===== src/rtl/dcrs_consts.svh =====
/*
 * Constants of the DMA channel request-select block: register offsets,
 * field positions, reset values and request numbers.
 * Assumes it is included by bare name; holds definitions only.
 */
`ifndef DCRS_CONSTS_SVH
`define DCRS_CONSTS_SVH

// ==========================================================================
// Sizes and register offsets
// ==========================================================================
`define DCRS_NCH 4
`define DCRS_NSRC 18
`define DCRS_OFF_CON 5'h00
`define DCRS_OFF_REQ 5'h04
`define DCRS_OFF_STA 5'h08
`define DCRS_OFF_STB 5'h0c
`define DCRS_OFF_PAD 5'h10
`define DCRS_OFF_CNT 5'h14
`define DCRS_OFF_WCOL 8'h80
`define DCRS_OFF_RCOL 8'h84
`define DCRS_OFF_PPS 8'h88
`define DCRS_OFF_LCA 8'h8c
`define DCRS_OFF_LRA 8'h90
`define DCRS_OFF_IST 8'h94
`define DCRS_OFF_ICLR 8'h98
`define DCRS_OFF_IEN 8'h9c

// ==========================================================================
// Fields and reset values
// ==========================================================================
`define DCRS_REQ_FORCE 15
`define DCRS_CON_EN 15
`define DCRS_CON_PP 0
`define DCRS_REQ_RST 16'h0000
`define DCRS_CON_RST 16'h0000
`define DCRS_HAS_CAN 1'b1

// ==========================================================================
// Request numbers and the event line that timer 2 selects
// ==========================================================================
`define DCRS_RQ_INT0 8'h00
`define DCRS_RQ_IC1 8'h01
`define DCRS_RQ_OC1 8'h02
`define DCRS_RQ_OC2 8'h06
`define DCRS_RQ_TMR2 8'h07
`define DCRS_RQ_TMR3 8'h08
`define DCRS_RQ_SPI1 8'h0a
`define DCRS_RQ_SER1RX 8'h0b
`define DCRS_RQ_SER1TX 8'h0c
`define DCRS_RQ_ADC1 8'h0d
`define DCRS_RQ_OC3 8'h19
`define DCRS_RQ_OC4 8'h1a
`define DCRS_RQ_TMR4 8'h1b
`define DCRS_RQ_SER2RX 8'h1e
`define DCRS_RQ_CANRX 8'h22
`define DCRS_RQ_IC3 8'h25
`define DCRS_RQ_IC4 8'h26
`define DCRS_RQ_CANTX 8'h46
`define DCRS_SRC_TMR2 5'h04
`endif


===== src/rtl/dcrs_pkg.sv =====
/*
 * Types shared by the request-select block.
 * Assumes dcrs_consts.svh is on the include path.
 */
`include "dcrs_consts.svh"
package dcrs_pkg;
	// ======================================================================
	// Types
	// ======================================================================
	typedef logic [7:0] dcrs_addr_t;
	typedef logic [31:0] dcrs_word_t;
	typedef logic [7:0] dcrs_reqnum_t;
	typedef logic [`DCRS_NSRC-1:0] dcrs_evt_t;
	typedef logic [13:0] dcrs_cnt_t;
	// One-hot channel transfer state.
	typedef enum logic [2:0] {
		DCRS_IDLE = 3'b001,
		DCRS_PEND = 3'b010,
		DCRS_WAIT = 3'b100
	} dcrs_state_t;
endpackage


===== src/rtl/dcrs_trig_if.sv =====
/*
 * Interface carrying request numbers, peripheral events and the decoded
 * per-channel trigger hits between the top and the request decoder.
 * Assumes a single clock domain; it is purely combinational.
 */
`timescale 1ns/1ps
interface dcrs_trig_if;
	dcrs_pkg::dcrs_reqnum_t sel [`DCRS_NCH]; // Request number of each channel.
	dcrs_pkg::dcrs_evt_t evt; // Peripheral event lines.
	logic [`DCRS_NCH-1:0] hit; // Selected event present, per channel.
	modport mux (input sel, input evt, output hit);
	modport ctl (output sel, output evt, input hit);
endinterface


===== src/rtl/dcrs_req_mux.sv =====
/*
 * Request decoder: maps each channel's request number onto one of the
 * peripheral event lines. Unlisted numbers select nothing.
 * Assumes event lines are synchronous single-cycle pulses.
 */
`timescale 1ns/1ps
module dcrs_req_mux (
	dcrs_trig_if.mux tif
);
	import dcrs_pkg::*;

	// ======================================================================
	// Decode
	// ======================================================================
	// Returns {valid, line index} for a request number.
	function automatic logic [5:0] src_of(input dcrs_reqnum_t code);
		case (code)
			`DCRS_RQ_INT0: src_of = 6'h20;
			`DCRS_RQ_IC1: src_of = 6'h21;
			`DCRS_RQ_OC1: src_of = 6'h22;
			`DCRS_RQ_OC2: src_of = 6'h23;
			`DCRS_RQ_TMR2: src_of = 6'h24;
			`DCRS_RQ_TMR3: src_of = 6'h25;
			`DCRS_RQ_SPI1: src_of = 6'h26;
			`DCRS_RQ_SER1RX: src_of = 6'h27;
			`DCRS_RQ_SER1TX: src_of = 6'h28;
			`DCRS_RQ_ADC1: src_of = 6'h29;
			`DCRS_RQ_OC3: src_of = 6'h2a;
			`DCRS_RQ_OC4: src_of = 6'h2b;
			`DCRS_RQ_TMR4: src_of = 6'h2c;
			`DCRS_RQ_SER2RX: src_of = 6'h2d;
			`DCRS_RQ_IC3: src_of = 6'h2e;
			`DCRS_RQ_IC4: src_of = 6'h2f;
			`DCRS_RQ_CANRX: src_of = {`DCRS_HAS_CAN, 5'h10};
			`DCRS_RQ_CANTX: src_of = {`DCRS_HAS_CAN, 5'h11};
			default: src_of = 6'h00;
		endcase
	endfunction

	// Widened event vector so every 5-bit index is in range.
	always_comb begin
		logic [31:0] ev32;
		logic [5:0] s;
		ev32 = {14'h0000, tif.evt};
		s = 6'h00;
		for (int c = 0; c < `DCRS_NCH; c++) begin
			s = src_of(tif.sel[c]);
			tif.hit[c] = s[5] & ev32[s[4:0]];
		end
	end
endmodule


===== src/rtl/dcrs_xfer_ctl.sv =====
/*
 * One channel's transfer sequencer: waits for a start, asks for the RAM
 * port, counts elements and reports element and block completion.
 * Assumes grant and ack come from the top's single-port arbiter.
 */
`timescale 1ns/1ps
module dcrs_xfer_ctl (
	input wire logic mclk,
	input wire logic resetn,
	input wire logic en,
	input wire logic start,
	input wire logic grant,
	input wire logic ack,
	input wire dcrs_pkg::dcrs_cnt_t cnt,
	output logic pend,
	output logic busy,
	output dcrs_pkg::dcrs_cnt_t idx,
	output logic elem_done,
	output logic blk_done,
	output logic collide
);
	import dcrs_pkg::*;

	dcrs_state_t st_r, st_nxt; // Sequencer state.
	dcrs_cnt_t idx_r, idx_nxt; // Element index within the block.

	// ======================================================================
	// Next state
	// ======================================================================
	// A start while a transfer is still outstanding is a request collision;
	// it is reported and dropped rather than queued.
	always_comb begin
		st_nxt = st_r;
		idx_nxt = idx_r;
		elem_done = 1'b0;
		blk_done = 1'b0;
		collide = 1'b0;
		if (!en) begin
			st_nxt = DCRS_IDLE;
			idx_nxt = 14'h0000;
		end else begin
			case (st_r)
				DCRS_IDLE: begin
					if (start) st_nxt = DCRS_PEND;
				end
				DCRS_PEND: begin
					collide = start;
					if (grant) st_nxt = DCRS_WAIT;
				end
				DCRS_WAIT: begin
					collide = start;
					if (ack) begin
						elem_done = 1'b1;
						st_nxt = DCRS_IDLE;
						if (idx_r == cnt) begin
							blk_done = 1'b1;
							idx_nxt = 14'h0000;
						end else begin
							idx_nxt = idx_r + 14'h0001;
						end
					end
				end
				default: st_nxt = DCRS_IDLE;
			endcase
		end
	end

	// Registers only.
	always_ff @(posedge mclk or negedge resetn) begin
		if (!resetn) begin
			st_r <= DCRS_IDLE;
			idx_r <= 14'h0000;
		end else begin
			st_r <= st_nxt;
			idx_r <= idx_nxt;
		end
	end

	assign pend = (st_r == DCRS_PEND);
	assign busy = (st_r != DCRS_IDLE);
	assign idx = idx_r;
endmodule


===== src/rtl/dcrs_top.sv =====
/*
 * Four-channel DMA request selection and trigger block with its register
 * file, RAM request port, shared status and a level interrupt.
 * Assumes one clock mclk (200 MHz), async active-low resetn, a register
 * master that never waits, and peripheral events synchronous to mclk.
 */
// Added by the designer: the register addresses and the plain strobed port.
`timescale 1ns/1ps

// Notes on behaviour
// - Four independent channels, numbered 0 to 3.
// - Count 14 bits; control, select, peripheral 16.
// - Primary and secondary RAM start, 32 bits each.
// - Shared collision, last address, last channel status.
// - Completion flag only pulsed to interrupt controller.
// - Without force, only the selected request starts.
// - Force settable only; writing zero leaves it.
// - Force cleared on completion or channel disable.
// - Low byte picks source; zero is interrupt 0.
// - Codes 07, 08, 1b select timers 2-4.
// - Codes 0b, 0c, 1e select serial ports.
// - Code 0a SPI done, 0d ADC done.
// - Codes 02, 06, 19, 1a select output compares.
// - Codes 01, 25, 26 select input captures.
// - Codes 22, 46 select CAN events.
module dcrs_top (
	input wire logic mclk,
	input wire logic resetn,
	input wire dcrs_pkg::dcrs_addr_t reg_addr,
	input wire dcrs_pkg::dcrs_word_t reg_wdata,
	input wire logic reg_wr,
	input wire logic reg_rd,
	output dcrs_pkg::dcrs_word_t reg_rdata,
	input wire dcrs_pkg::dcrs_evt_t periph_evt,
	input wire logic ram_ack,
	output logic ram_req,
	output dcrs_pkg::dcrs_word_t ram_addr,
	output logic [15:0] ram_periph_addr,
	output logic [1:0] ram_chan,
	output logic [3:0] channel_irq_flag,
	output logic irq
);
	import dcrs_pkg::*;

	// ======================================================================
	// Declarations
	// ======================================================================
	logic [15:0] con_r [4], con_nxt [4]; // Channel control.
	logic [15:0] req_r [4], req_nxt [4]; // Request select, force on top.
	logic [31:0] sta_r [4], sta_nxt [4]; // Primary RAM start.
	logic [31:0] stb_r [4], stb_nxt [4]; // Secondary RAM start.
	logic [15:0] pad_r [4], pad_nxt [4]; // Peripheral address.
	dcrs_cnt_t cnt_r [4], cnt_nxt [4]; // Transfer count, N means N+1.
	logic [3:0] pps_r, pps_nxt; // Ping-pong buffer in use.
	logic [3:0] wcol_r, wcol_nxt; // Write collision flags.
	logic [3:0] rcol_r, rcol_nxt; // Request collision flags.
	logic [3:0] forced_r, forced_nxt; // Outstanding transfer was forced.
	logic [7:0] ist_r, ist_nxt; // Sticky interrupt status.
	logic [7:0] ien_r, ien_nxt; // Interrupt enables.
	logic irq_r, irq_nxt; // Interrupt output.
	logic [3:0] chflag_r, chflag_nxt; // Completion pulses.
	logic [1:0] lca_r, lca_nxt; // Last channel.
	logic [31:0] lra_r, lra_nxt; // Last RAM address.
	logic ram_req_r, ram_req_nxt; // RAM request pending.
	logic [31:0] ram_addr_r, ram_addr_nxt; // RAM address of the request.
	logic [15:0] ram_pad_r, ram_pad_nxt; // Peripheral address of it.
	logic [1:0] ram_ch_r, ram_ch_nxt; // Requesting channel.
	logic [31:0] rdata_r, rdata_nxt; // Read data, valid one cycle.
	logic [3:0] en, pend, busy, start, gnt, ack; // Per-channel handshakes.
	logic [3:0] elem_done, blk_done, collide; // Per-channel events.
	dcrs_cnt_t idx [4]; // Element index of each channel.

	dcrs_trig_if tif ();

	// ======================================================================
	// Helpers
	// ======================================================================
	// True when the access targets the given per-channel register.
	function automatic logic hits_ch(input dcrs_addr_t a, input logic [1:0] c,
		input logic [4:0] off);
		hits_ch = ~a[7] & (a[6:5] == c) & (a[4:0] == off);
	endfunction

	// Lowest set bit as a one-hot vector; lower channels win the port.
	function automatic logic [3:0] first_one(input logic [3:0] v);
		first_one = v & (~v + 4'h1);
	endfunction

	// ======================================================================
	// Channels and request decoder
	// ======================================================================
	dcrs_req_mux u_mux (
		.tif(tif.mux)
	);
	assign tif.evt = periph_evt;

	for (genvar c = 0; c < `DCRS_NCH; c++) begin : g_ch
		assign en[c] = con_r[c][`DCRS_CON_EN];
		assign tif.sel[c] = req_r[c][7:0];
		// Force starts a transfer from idle; otherwise only the chosen event.
		assign start[c] = en[c] & (tif.hit[c] | (req_r[c][`DCRS_REQ_FORCE] & ~busy[c]));
		assign ack[c] = ram_req_r & ram_ack & (ram_ch_r == 2'(c));
		dcrs_xfer_ctl u_xfer (
			.mclk(mclk),
			.resetn(resetn),
			.en(en[c]),
			.start(start[c]),
			.grant(gnt[c]),
			.ack(ack[c]),
			.cnt(cnt_r[c]),
			.pend(pend[c]),
			.busy(busy[c]),
			.idx(idx[c]),
			.elem_done(elem_done[c]),
			.blk_done(blk_done[c]),
			.collide(collide[c])
		);
	end

	// ======================================================================
	// Software registers, status and interrupt
	// ======================================================================
	// Address-type registers are refused while their channel is busy, since
	// changing them mid-transfer would tear the address; the refusal is
	// recorded as a write collision. Hardware sets win over software clears.
	always_comb begin
		logic wr_ch;
		logic fset;
		logic fclr;
		logic [3:0] wset;
		wr_ch = 1'b0;
		fset = 1'b0;
		fclr = 1'b0;
		wset = 4'h0;
		pps_nxt = pps_r;
		forced_nxt = forced_r;
		for (int c = 0; c < `DCRS_NCH; c++) begin
			con_nxt[c] = con_r[c];
			req_nxt[c] = req_r[c];
			sta_nxt[c] = sta_r[c];
			stb_nxt[c] = stb_r[c];
			pad_nxt[c] = pad_r[c];
			cnt_nxt[c] = cnt_r[c];
			wr_ch = reg_wr & ~reg_addr[7] & (reg_addr[6:5] == 2'(c));
			if (hits_ch(reg_addr, 2'(c), `DCRS_OFF_CON) && reg_wr) begin
				con_nxt[c] = reg_wdata[15:0];
			end
			if (hits_ch(reg_addr, 2'(c), `DCRS_OFF_REQ) && reg_wr) begin
				req_nxt[c][7:0] = reg_wdata[7:0];
			end
			if (wr_ch && (reg_addr[4:0] == `DCRS_OFF_STA || reg_addr[4:0] == `DCRS_OFF_STB
				|| reg_addr[4:0] == `DCRS_OFF_PAD || reg_addr[4:0] == `DCRS_OFF_CNT)) begin
				if (busy[c]) begin
					wset[c] = 1'b1;
				end else begin
					if (reg_addr[4:0] == `DCRS_OFF_STA) sta_nxt[c] = reg_wdata;
					if (reg_addr[4:0] == `DCRS_OFF_STB) stb_nxt[c] = reg_wdata;
					if (reg_addr[4:0] == `DCRS_OFF_PAD) pad_nxt[c] = reg_wdata[15:0];
					if (reg_addr[4:0] == `DCRS_OFF_CNT) cnt_nxt[c] = reg_wdata[13:0];
				end
			end
			// Force: software may only set it; a written zero has no effect.
			fset = hits_ch(reg_addr, 2'(c), `DCRS_OFF_REQ) & reg_wr
				& reg_wdata[`DCRS_REQ_FORCE];
			fclr = (elem_done[c] & forced_r[c]) | ~con_nxt[c][`DCRS_CON_EN];
			req_nxt[c][`DCRS_REQ_FORCE] = fset | (req_r[c][`DCRS_REQ_FORCE] & ~fclr);
			req_nxt[c][14:8] = 7'h00;
			// Remember that the current transfer came from the force bit.
			if (elem_done[c] || !en[c]) forced_nxt[c] = 1'b0;
			if (start[c] && !busy[c] && req_r[c][`DCRS_REQ_FORCE]) forced_nxt[c] = 1'b1;
			// Ping-pong mode swaps buffers at the end of every block.
			if (!en[c]) begin
				pps_nxt[c] = 1'b0;
			end else if (blk_done[c] && con_r[c][`DCRS_CON_PP]) begin
				pps_nxt[c] = ~pps_r[c];
			end
		end
		wcol_nxt = wcol_r | wset;
		rcol_nxt = rcol_r | collide;
		if (reg_wr && reg_addr == `DCRS_OFF_WCOL) begin
			wcol_nxt = (wcol_r & ~reg_wdata[3:0]) | wset;
		end
		if (reg_wr && reg_addr == `DCRS_OFF_RCOL) begin
			rcol_nxt = (rcol_r & ~reg_wdata[3:0]) | collide;
		end
		ist_nxt = ist_r | {collide, blk_done};
		if (reg_wr && reg_addr == `DCRS_OFF_ICLR) begin
			ist_nxt = (ist_r & ~reg_wdata[7:0]) | {collide, blk_done};
		end
		ien_nxt = ien_r;
		if (reg_wr && reg_addr == `DCRS_OFF_IEN) ien_nxt = reg_wdata[7:0];
		irq_nxt = |(ist_nxt & ien_nxt);
		chflag_nxt = blk_done;
	end

	// Registers only.
	always_ff @(posedge mclk or negedge resetn) begin
		if (!resetn) begin
			for (int c = 0; c < `DCRS_NCH; c++) begin
				con_r[c] <= `DCRS_CON_RST;
				req_r[c] <= `DCRS_REQ_RST;
				sta_r[c] <= 32'h0000_0000;
				stb_r[c] <= 32'h0000_0000;
				pad_r[c] <= 16'h0000;
				cnt_r[c] <= 14'h0000;
			end
			pps_r <= 4'h0;
			wcol_r <= 4'h0;
			rcol_r <= 4'h0;
			forced_r <= 4'h0;
			ist_r <= 8'h00;
			ien_r <= 8'h00;
			irq_r <= 1'b0;
			chflag_r <= 4'h0;
		end else begin
			con_r <= con_nxt;
			req_r <= req_nxt;
			sta_r <= sta_nxt;
			stb_r <= stb_nxt;
			pad_r <= pad_nxt;
			cnt_r <= cnt_nxt;
			pps_r <= pps_nxt;
			wcol_r <= wcol_nxt;
			rcol_r <= rcol_nxt;
			forced_r <= forced_nxt;
			ist_r <= ist_nxt;
			ien_r <= ien_nxt;
			irq_r <= irq_nxt;
			chflag_r <= chflag_nxt;
		end
	end

	// ======================================================================
	// RAM port arbiter
	// ======================================================================
	// One request at a time; the port is only re-granted after the ack, which
	// costs one idle cycle between elements but keeps the address stable.
	always_comb begin
		gnt = 4'h0;
		ram_req_nxt = ram_req_r;
		ram_addr_nxt = ram_addr_r;
		ram_pad_nxt = ram_pad_r;
		ram_ch_nxt = ram_ch_r;
		lra_nxt = lra_r;
		lca_nxt = lca_r;
		if (ram_req_r) begin
			if (ram_ack) begin
				ram_req_nxt = 1'b0;
				lra_nxt = ram_addr_r;
				lca_nxt = ram_ch_r;
			end
		end else if (|pend) begin
			gnt = first_one(pend);
			ram_req_nxt = 1'b1;
			for (int c = 0; c < `DCRS_NCH; c++) begin
				if (gnt[c]) begin
					ram_ch_nxt = 2'(c);
					ram_pad_nxt = pad_r[c];
					ram_addr_nxt = (pps_r[c] ? stb_r[c] : sta_r[c]) + {17'h00000, idx[c], 1'b0};
				end
			end
		end
	end

	// Registers only.
	always_ff @(posedge mclk or negedge resetn) begin
		if (!resetn) begin
			ram_req_r <= 1'b0;
			ram_addr_r <= 32'h0000_0000;
			ram_pad_r <= 16'h0000;
			ram_ch_r <= 2'h0;
			lra_r <= 32'h0000_0000;
			lca_r <= 2'h0;
		end else begin
			ram_req_r <= ram_req_nxt;
			ram_addr_r <= ram_addr_nxt;
			ram_pad_r <= ram_pad_nxt;
			ram_ch_r <= ram_ch_nxt;
			lra_r <= lra_nxt;
			lca_r <= lca_nxt;
		end
	end

	// ======================================================================
	// Read data
	// ======================================================================
	// Unmapped addresses and write-only registers read as zero.
	always_comb begin
		logic [1:0] c;
		c = reg_addr[6:5];
		rdata_nxt = 32'h0000_0000;
		if (reg_rd && !reg_addr[7]) begin
			case (reg_addr[4:0])
				`DCRS_OFF_CON: rdata_nxt = {16'h0000, con_r[c]};
				`DCRS_OFF_REQ: rdata_nxt = {16'h0000, req_r[c][15], 7'h00, req_r[c][7:0]};
				`DCRS_OFF_STA: rdata_nxt = sta_r[c];
				`DCRS_OFF_STB: rdata_nxt = stb_r[c];
				`DCRS_OFF_PAD: rdata_nxt = {16'h0000, pad_r[c]};
				`DCRS_OFF_CNT: rdata_nxt = {18'h00000, cnt_r[c]};
				default: rdata_nxt = 32'h0000_0000;
			endcase
		end else if (reg_rd) begin
			case (reg_addr)
				`DCRS_OFF_WCOL: rdata_nxt = {28'h0000000, wcol_r};
				`DCRS_OFF_RCOL: rdata_nxt = {28'h0000000, rcol_r};
				`DCRS_OFF_PPS: rdata_nxt = {28'h0000000, pps_r};
				`DCRS_OFF_LCA: rdata_nxt = {30'h00000000, lca_r};
				`DCRS_OFF_LRA: rdata_nxt = lra_r;
				`DCRS_OFF_IST: rdata_nxt = {24'h000000, ist_r};
				`DCRS_OFF_IEN: rdata_nxt = {24'h000000, ien_r};
				default: rdata_nxt = 32'h0000_0000;
			endcase
		end
	end

	// Registers only.
	always_ff @(posedge mclk or negedge resetn) begin
		if (!resetn) rdata_r <= 32'h0000_0000;
		else rdata_r <= rdata_nxt;
	end

	assign reg_rdata = rdata_r;
	assign ram_req = ram_req_r;
	assign ram_addr = ram_addr_r;
	assign ram_periph_addr = ram_pad_r;
	assign ram_chan = ram_ch_r;
	assign channel_irq_flag = chflag_r;
	assign irq = irq_r;
endmodule


===== config.mk =====
export PLATFORM = sky130hd
export DESIGN_NAME = dcrs_top
export DESIGN_NICKNAME = d
export VERILOG_FILES = /design/src/rtl/dcrs_pkg.sv /design/src/rtl/dcrs_trig_if.sv /design/src/rtl/dcrs_req_mux.sv /design/src/rtl/dcrs_xfer_ctl.sv /design/src/rtl/dcrs_top.sv
export VERILOG_INCLUDE_DIRS = /design/src /design/src/rtl
export SDC_FILE = /design/constraint.sdc
export NUM_CORES = 2
export LEC_CHECK = 0
export BUFFER_PORTS_ARGS = -buffer_cell sky130_fd_sc_hd__buf_4
export CORE_MARGIN = 4
export CORE_UTILIZATION = 32
export DETAILED_ROUTE_END_ITERATION = 7
export PLACE_DENSITY = 0.59
export SLEW_MARGIN = 15
export SYNTH_ARGS = -nofsm -noshare
export SYNTH_HDL_FRONTEND = slang
export SYNTH_SLANG_ARGS = --single-unit

===== constraint.sdc =====
create_clock -name mclk -period 7.4 [get_ports mclk]
set_input_delay 1.11 -clock mclk [delete_from_list [all_inputs] [get_ports mclk]]
set_output_delay 1.11 -clock mclk [all_outputs]
set_load 0.02 [all_outputs]

======== After elaboration in Yosys (flattened, before gate mapping) ========
Index checks and enable logic that the tools add are counted.
word-level totals
  flip-flop bits (word level) ............. 698
  input port bits ......................... 63
  output and inout port bits .............. 88
  word-level logic and storage cells ...... 549
operators by class
  $add $sub $neg .......................... 9
  $lt $le $gt $ge ......................... 5
  equality and inequality tests ........... 131
  multiplexer cells ....................... 159
  bitwise operators ....................... 95
  reduce and logical (&&, ||, !) cells .... 89
operator list
  kind                                           number
  two-way mux 32 bit                             14
  case mux 6 bit (18 select lines)               4
  two-way mux 14 bit                             18
  two-way mux 16 bit                             14
  case mux 32 bit (7 select lines)               1
  case mux 32 bit (6 select lines)               1
  == test 8 x 4 -> 1 bit, second input constant  20
  adder 32 x 15 -> 32 bit                        4
  binary-select mux 32 bit (select 2 bit)        2
  == test 8 x 5 -> 1 bit, second input constant  16
  binary-select mux 16 bit (select 2 bit)        3
  == test 8 x 6 -> 1 bit, second input constant  12
  two-way mux 1 bit                              67
  == test 8 x 3 -> 1 bit, second input constant  8
  == test 8 bit, second input constant           8
  AND reduction 3 bit                            21
  adder 14 x 1 -> 14 bit, second input constant  4
  == test 14 bit                                 4
  AND 1 bit                                      50
  two-way mux 3 bit                              16
  case mux 3 bit (3 select lines)                4
  == test 8 x 1 -> 1 bit, second input constant  4
  == test 8 x 2 -> 1 bit, second input constant  4
  == test 8 x 7 -> 1 bit, second input constant  4
  other kinds (41)                               185

======== Logic depth before layout (Yosys ltp) ========
  depth after elaboration ................. 13
  mapped depth ............................ 18
  depth with buffers taken out ............ 13

======== Cells and area by module ========
A second synthesis with hierarchy kept.
second synthesis, totals
  cells, all modules ...................... 3798
  area total of the unflattened synthesis .. 41895.2 µm²
by module, submodules not included
  module                               times used  cells an instance  area an instance (µm²)  sequential area each (µm²)
  dcrs_top                             1           2924               34877.2                 15765.1
  dcrs_xfer_ctl at g_ch[2].u_xfer ...  2           133                1174.9                  426.7
  dcrs_xfer_ctl at g_ch[0].u_xfer ...  2           127                1168.6                  426.7
  dcrs_req_mux                         1           354                2331.0                  0.0

======== Worst setup path before layout ========
Ideal clock, no wire load.
  path type ............................... reg2reg
  from .................................... register pps_r[1]
  to ...................................... register ram_addr_r[17], in the netlist ram_addr[17]
  library setup time ...................... 0.140 ns
  data arrival time ....................... 4.676 ns
  setup slack ............................. 2.583 ns
  stages on the path, launching flop included .. 16
  path buffers ............................ 5
  period minus slack after synthesis ...... 4.817 ns
  cells stage by stage .................... dfrtp_1 -> clkbuf_1 -> buf_1 -> buf_2 -> buf_1 -> buf_1 -> mux2_2 -> ha_1 -> a2111o_1 -> o211ai_1 -> a21oi_1 -> nor4_1 -> nor3_1 -> xor2_1 -> a211oi_1 -> o221ai_1
between the ends
  cells in the longest elaborated chain, start to end .. 5
ends and longest elaborated chain
  item                              line             RTL
  start: declaration                dcrs_top.sv:54   logic [3:0] pps_r, pps_nxt;
  start signal: assignment          dcrs_top.sv:222  pps_r <= pps_nxt;
  two-way mux 32 bit                dcrs_top.sv:259  ram_addr_nxt = (pps_r[c] ? stb_r[c] : sta_r[c]) + {17'h00000, idx[c], 1'b0};
  adder 32 x 15 -> 32 bit           dcrs_top.sv:259
  two-way mux 32 bit (3 in series)  dcrs_top.sv:256  if (gnt[c]) begin
  end signal: assignment            dcrs_top.sv:276  ram_addr_r <= ram_addr_nxt;
  end: declaration                  dcrs_top.sv:65   logic [31:0] ram_addr_r, ram_addr_nxt;
No other way between the ends.
A chain may end at the register's enable or synchronous reset.

======== Worst setup path in the final report ========
  from .................................... register pps_r[3]
  to ...................................... register ram_addr_r[28], in the netlist ram_addr[28]
between the ends
  cells in the longest elaborated chain, start to end .. 3
ends and longest elaborated chain
  item                     line
  two-way mux 32 bit       dcrs_top.sv:259
  adder 32 x 15 -> 32 bit  dcrs_top.sv:259
  two-way mux 32 bit       dcrs_top.sv:256
No other way between the ends.

==> results.toml <==
[clock_tree]
post_cts.repair.setup_buffers = 0
htreeDepth = 3
cts_repair_resize_count = 0
cts_tree = "done"
clk_pin_slew_ps = 70
hold_buffers = 0
clkLatencyLatePin_ps = 670
clock_sinks = 698
clockBufferDepth = 3
cts_inserted_buffers = 76
ctsRootBufferMaster = "clkbuf_16"

[final_layout]
area_growth_pct = 13.7
nNetsFinal = 3881
layout_common_cells = "dfrtp_1, mux2_2, nand2_1"
layout_commonest_cell = "dfrtp_1"
drive_above_1_share = 0.286

[yosys]
synthAdderAreaFrac = 0.0204
synth_xor_area_frac = 0.0377
synth_seq_cells = 698
synth_compound_area_frac = 0.121
async_flop_share = 1.00
synthesis.nets = 3832
synth_mux_area_frac = 0.247
synthesis.area_um2 = 40700
synth_simple_gate_area_frac = 0.117
synth_edf_count = 0
synth_top_family_by_area = "multiplexers"
syn_avg_cell_area_um2 = 11.0
ys_warn_count = 0
synthCells = 3705
ys_types = 99
yosysSeqAreaShare = 0.430
synth_top_flop_cell = "dfrtp_1"

[detailed_routing]
ant_nets = 0
viasPerCell = 5.85
wl_per_cell_um = 26.7
drc_errors = 0
drt_iter0_markers = 3379
firstDrtPassIters = 5
finalWirelength_mm = 146
vias = 32000

[critical_path]
start_kind = "flip-flop"
critPathKind = "reg -> reg"
cp.required_ps = 7920
r2r_end = "ram_addr[28]"
r2r-start = "pps_r[3]"
crit_path_max_fanout = 19
max_stage_delay_ps = 830
rr_worst_depth = 11
cp_cell_sequence = "mux2_2 > ha_1 > and2_1 > a31oi_1 > nand3_1 > a221oi_1 > o31ai_1 > a21oi_1 > nor4b_1 > xnor2_1 > a221o_1"
rrSetupSlack_ps = 2810
critical_path_arrival_ps = 5110
crit_slowest_cell = "a21oi_1"
endpoint_kind = "flip-flop"

[worst_hold_path]
worstHoldEndpoint = "reg_rdata[31]"
hp-class = "reg -> reg"
hold_depth = 2
hp-start = "lra_r[31]"

[grt]
antenna_found_initial = 5
grt_pass1_vias = 31300
globalRouteOverflowTotal = 0
grt_max_degree = 156
track_usage = 0.215
grt_pass1_wl_mm = 215

[placement]
dp_hpwl_mm = 101
gp_congestion = 0.929
port_buffers = 150

[sta]
rsz0062_at_grt = "no"
layout_min_cycle_time_ps = 4590
finalMaxSlewViolations = 0
hold_viol = 0
skew_ps = 35.2
hold_ws_ps = 475
timing.fmax_mhz = 218
maxSlewHeadroom = 0.187
finalCritPeriodShare = 0.621
tightest_slew_ps = 1220
setup_violations = 0
fin_tns_setup_ps = 0

[run_status]
status = "completed"

[die]
rows = 130
core_um2 = 126000
initial_utilization = 0.323
io_pins = 151
die_y_um = 365
die_w_um = 365
die_area_um2 = 133000

[flow_run]
maxCapViolCount = 0

[pwr]
power_density_nw_per_um2 = 231
vdd_ir_drop_max_mv = 0.181
p_leak_uw = 0.0203
==> synth_stat cells, drive strengths merged, types with 23 or more instances <==
cell | count | area [um2]
mux2 | 570 | 6420
ha | 60 | 751
nand2 | 290 | 1090
inv | 53 | 199
a211oi | 33 | 253
nor2 | 211 | 792
nand2b | 46 | 288
clkbuf | 183 | 688
o21ai | 188 | 945
a22o | 24 | 210
nor3 | 51 | 255
nand4 | 25 | 156
o211ai | 54 | 410
a21oi | 147 | 736
o31ai | 27 | 203
xor2 | 70 | 613
a21o | 29 | 218
nor2b | 32 | 200
mux4 | 123 | 2770
a22oi | 36 | 270
buf | 54 | 239
dfrtp | 694 | 17400
nand3 | 104 | 521
and3 | 39 | 244
xnor2 | 104 | 918
mux2i | 85 | 851
nor4 | 25 | 163
a31oi | 44 | 275
o22ai | 23 | 150
==> metrics by stage <==
step,power [uW],setup WS (ps),area (um2),utilization,instances
3_3_place_gp,6580,2960,43600,0.346,5326
6_report,10700,2810,46200,0.367,5467
3_5_place_dp,6610,2930,43600,0.346,5326
4_1_cts,10700,2870,46200,0.367,5463
5_1_grt,11000,2610,46200,0.367,5465
2_1_floorplan,5630,2580,40700,-,3705
==> logic make-up after synthesis <==
group | after synthesis
xor gates and xnor gates | 174
adders and majority gates | 64
AOI/OAI and AO/OA | 743
and+or+nand+nor | 957
muxes | 778
DFF | 698
buffers and inverters | 291
==> routing by layer <==
| metal | part of all wire | vias to the layer above | GRT usage |
|---|---|---|---|
| li1 | - | 13900 | - |
| met1 | 0.42 | 16400 | 0.293 |
| met2 | 0.46 | 1400 | 0.345 |
| met3 | 0.071 | 277 | 0.0315 |
| met4 | 0.042 | 8 | 0.0890 |
| met5 | 0.00037 | - | 0 |
==> area by class of cell <==
class / instances / area, um2
Antenna cell: 4 / 10.0
Timing Repair Buffer: 208 / 1620
Multi-Input combinational cell: 2716 / 22200
Inverter: 54 / 203
Tap cell: 1650 / 2060
Clock buffer: 104 / 2150
Sequential cell: 698 / 17500
Clock inverter: 33 / 507
Fill cell: 12400 / 79700
==> worst max-delay path, delay by kind of cell (launching register included) <==
| kind | cells | cell delay [ps] |
|---|---|---|
| AOI/OAI and AO/OA | 5 | 2290 |
| DFF | 1 | 730 |
| and+or+nand+nor | 3 | 490 |
| muxes | 1 | 400 |
| adders and majority gates | 1 | 340 |
| xor gates and xnor gates | 1 | 190 |
==> how the worst max path moves through the flow <==
stage | start | end | slack, ps | depth (start not counted)
after detailed placement | pps_r[1] | ram_addr[28] | 2930 | 12
after CTS | pps_r[3] | ram_addr[28] | 2870 | 11
final | pps_r[3] | ram_addr[28] | 2810 | 11
after global placement | pps_r[3] | ram_addr[28] | 2960 | 11
after floorplan | pps_r[1] | ram_addr[17] | 2580 | 15
after global routing | pps_r[3] | ram_addr[28] | 2610 | 11
==> state kept, by name, summed over array words and instances, names as in the netlist, 16 cells and up <==
register and cells:
ram_addr 32, stb_r 128, cnt_r 56, reg_rdata 32, pad_r 64, lra_r 32
req_r 36, g_ch.u_xfer.idx 56, con_r 64, sta_r 128, ram_periph_addr 16
==> report_power, final <==
part	internal [uW]	leakage [uW]	switching (uW)
logic	766	0.00951	1220
registers	4170	0.00949	396
clock network	2410	0.00130	1710
(Power assumes the default switching activity.)
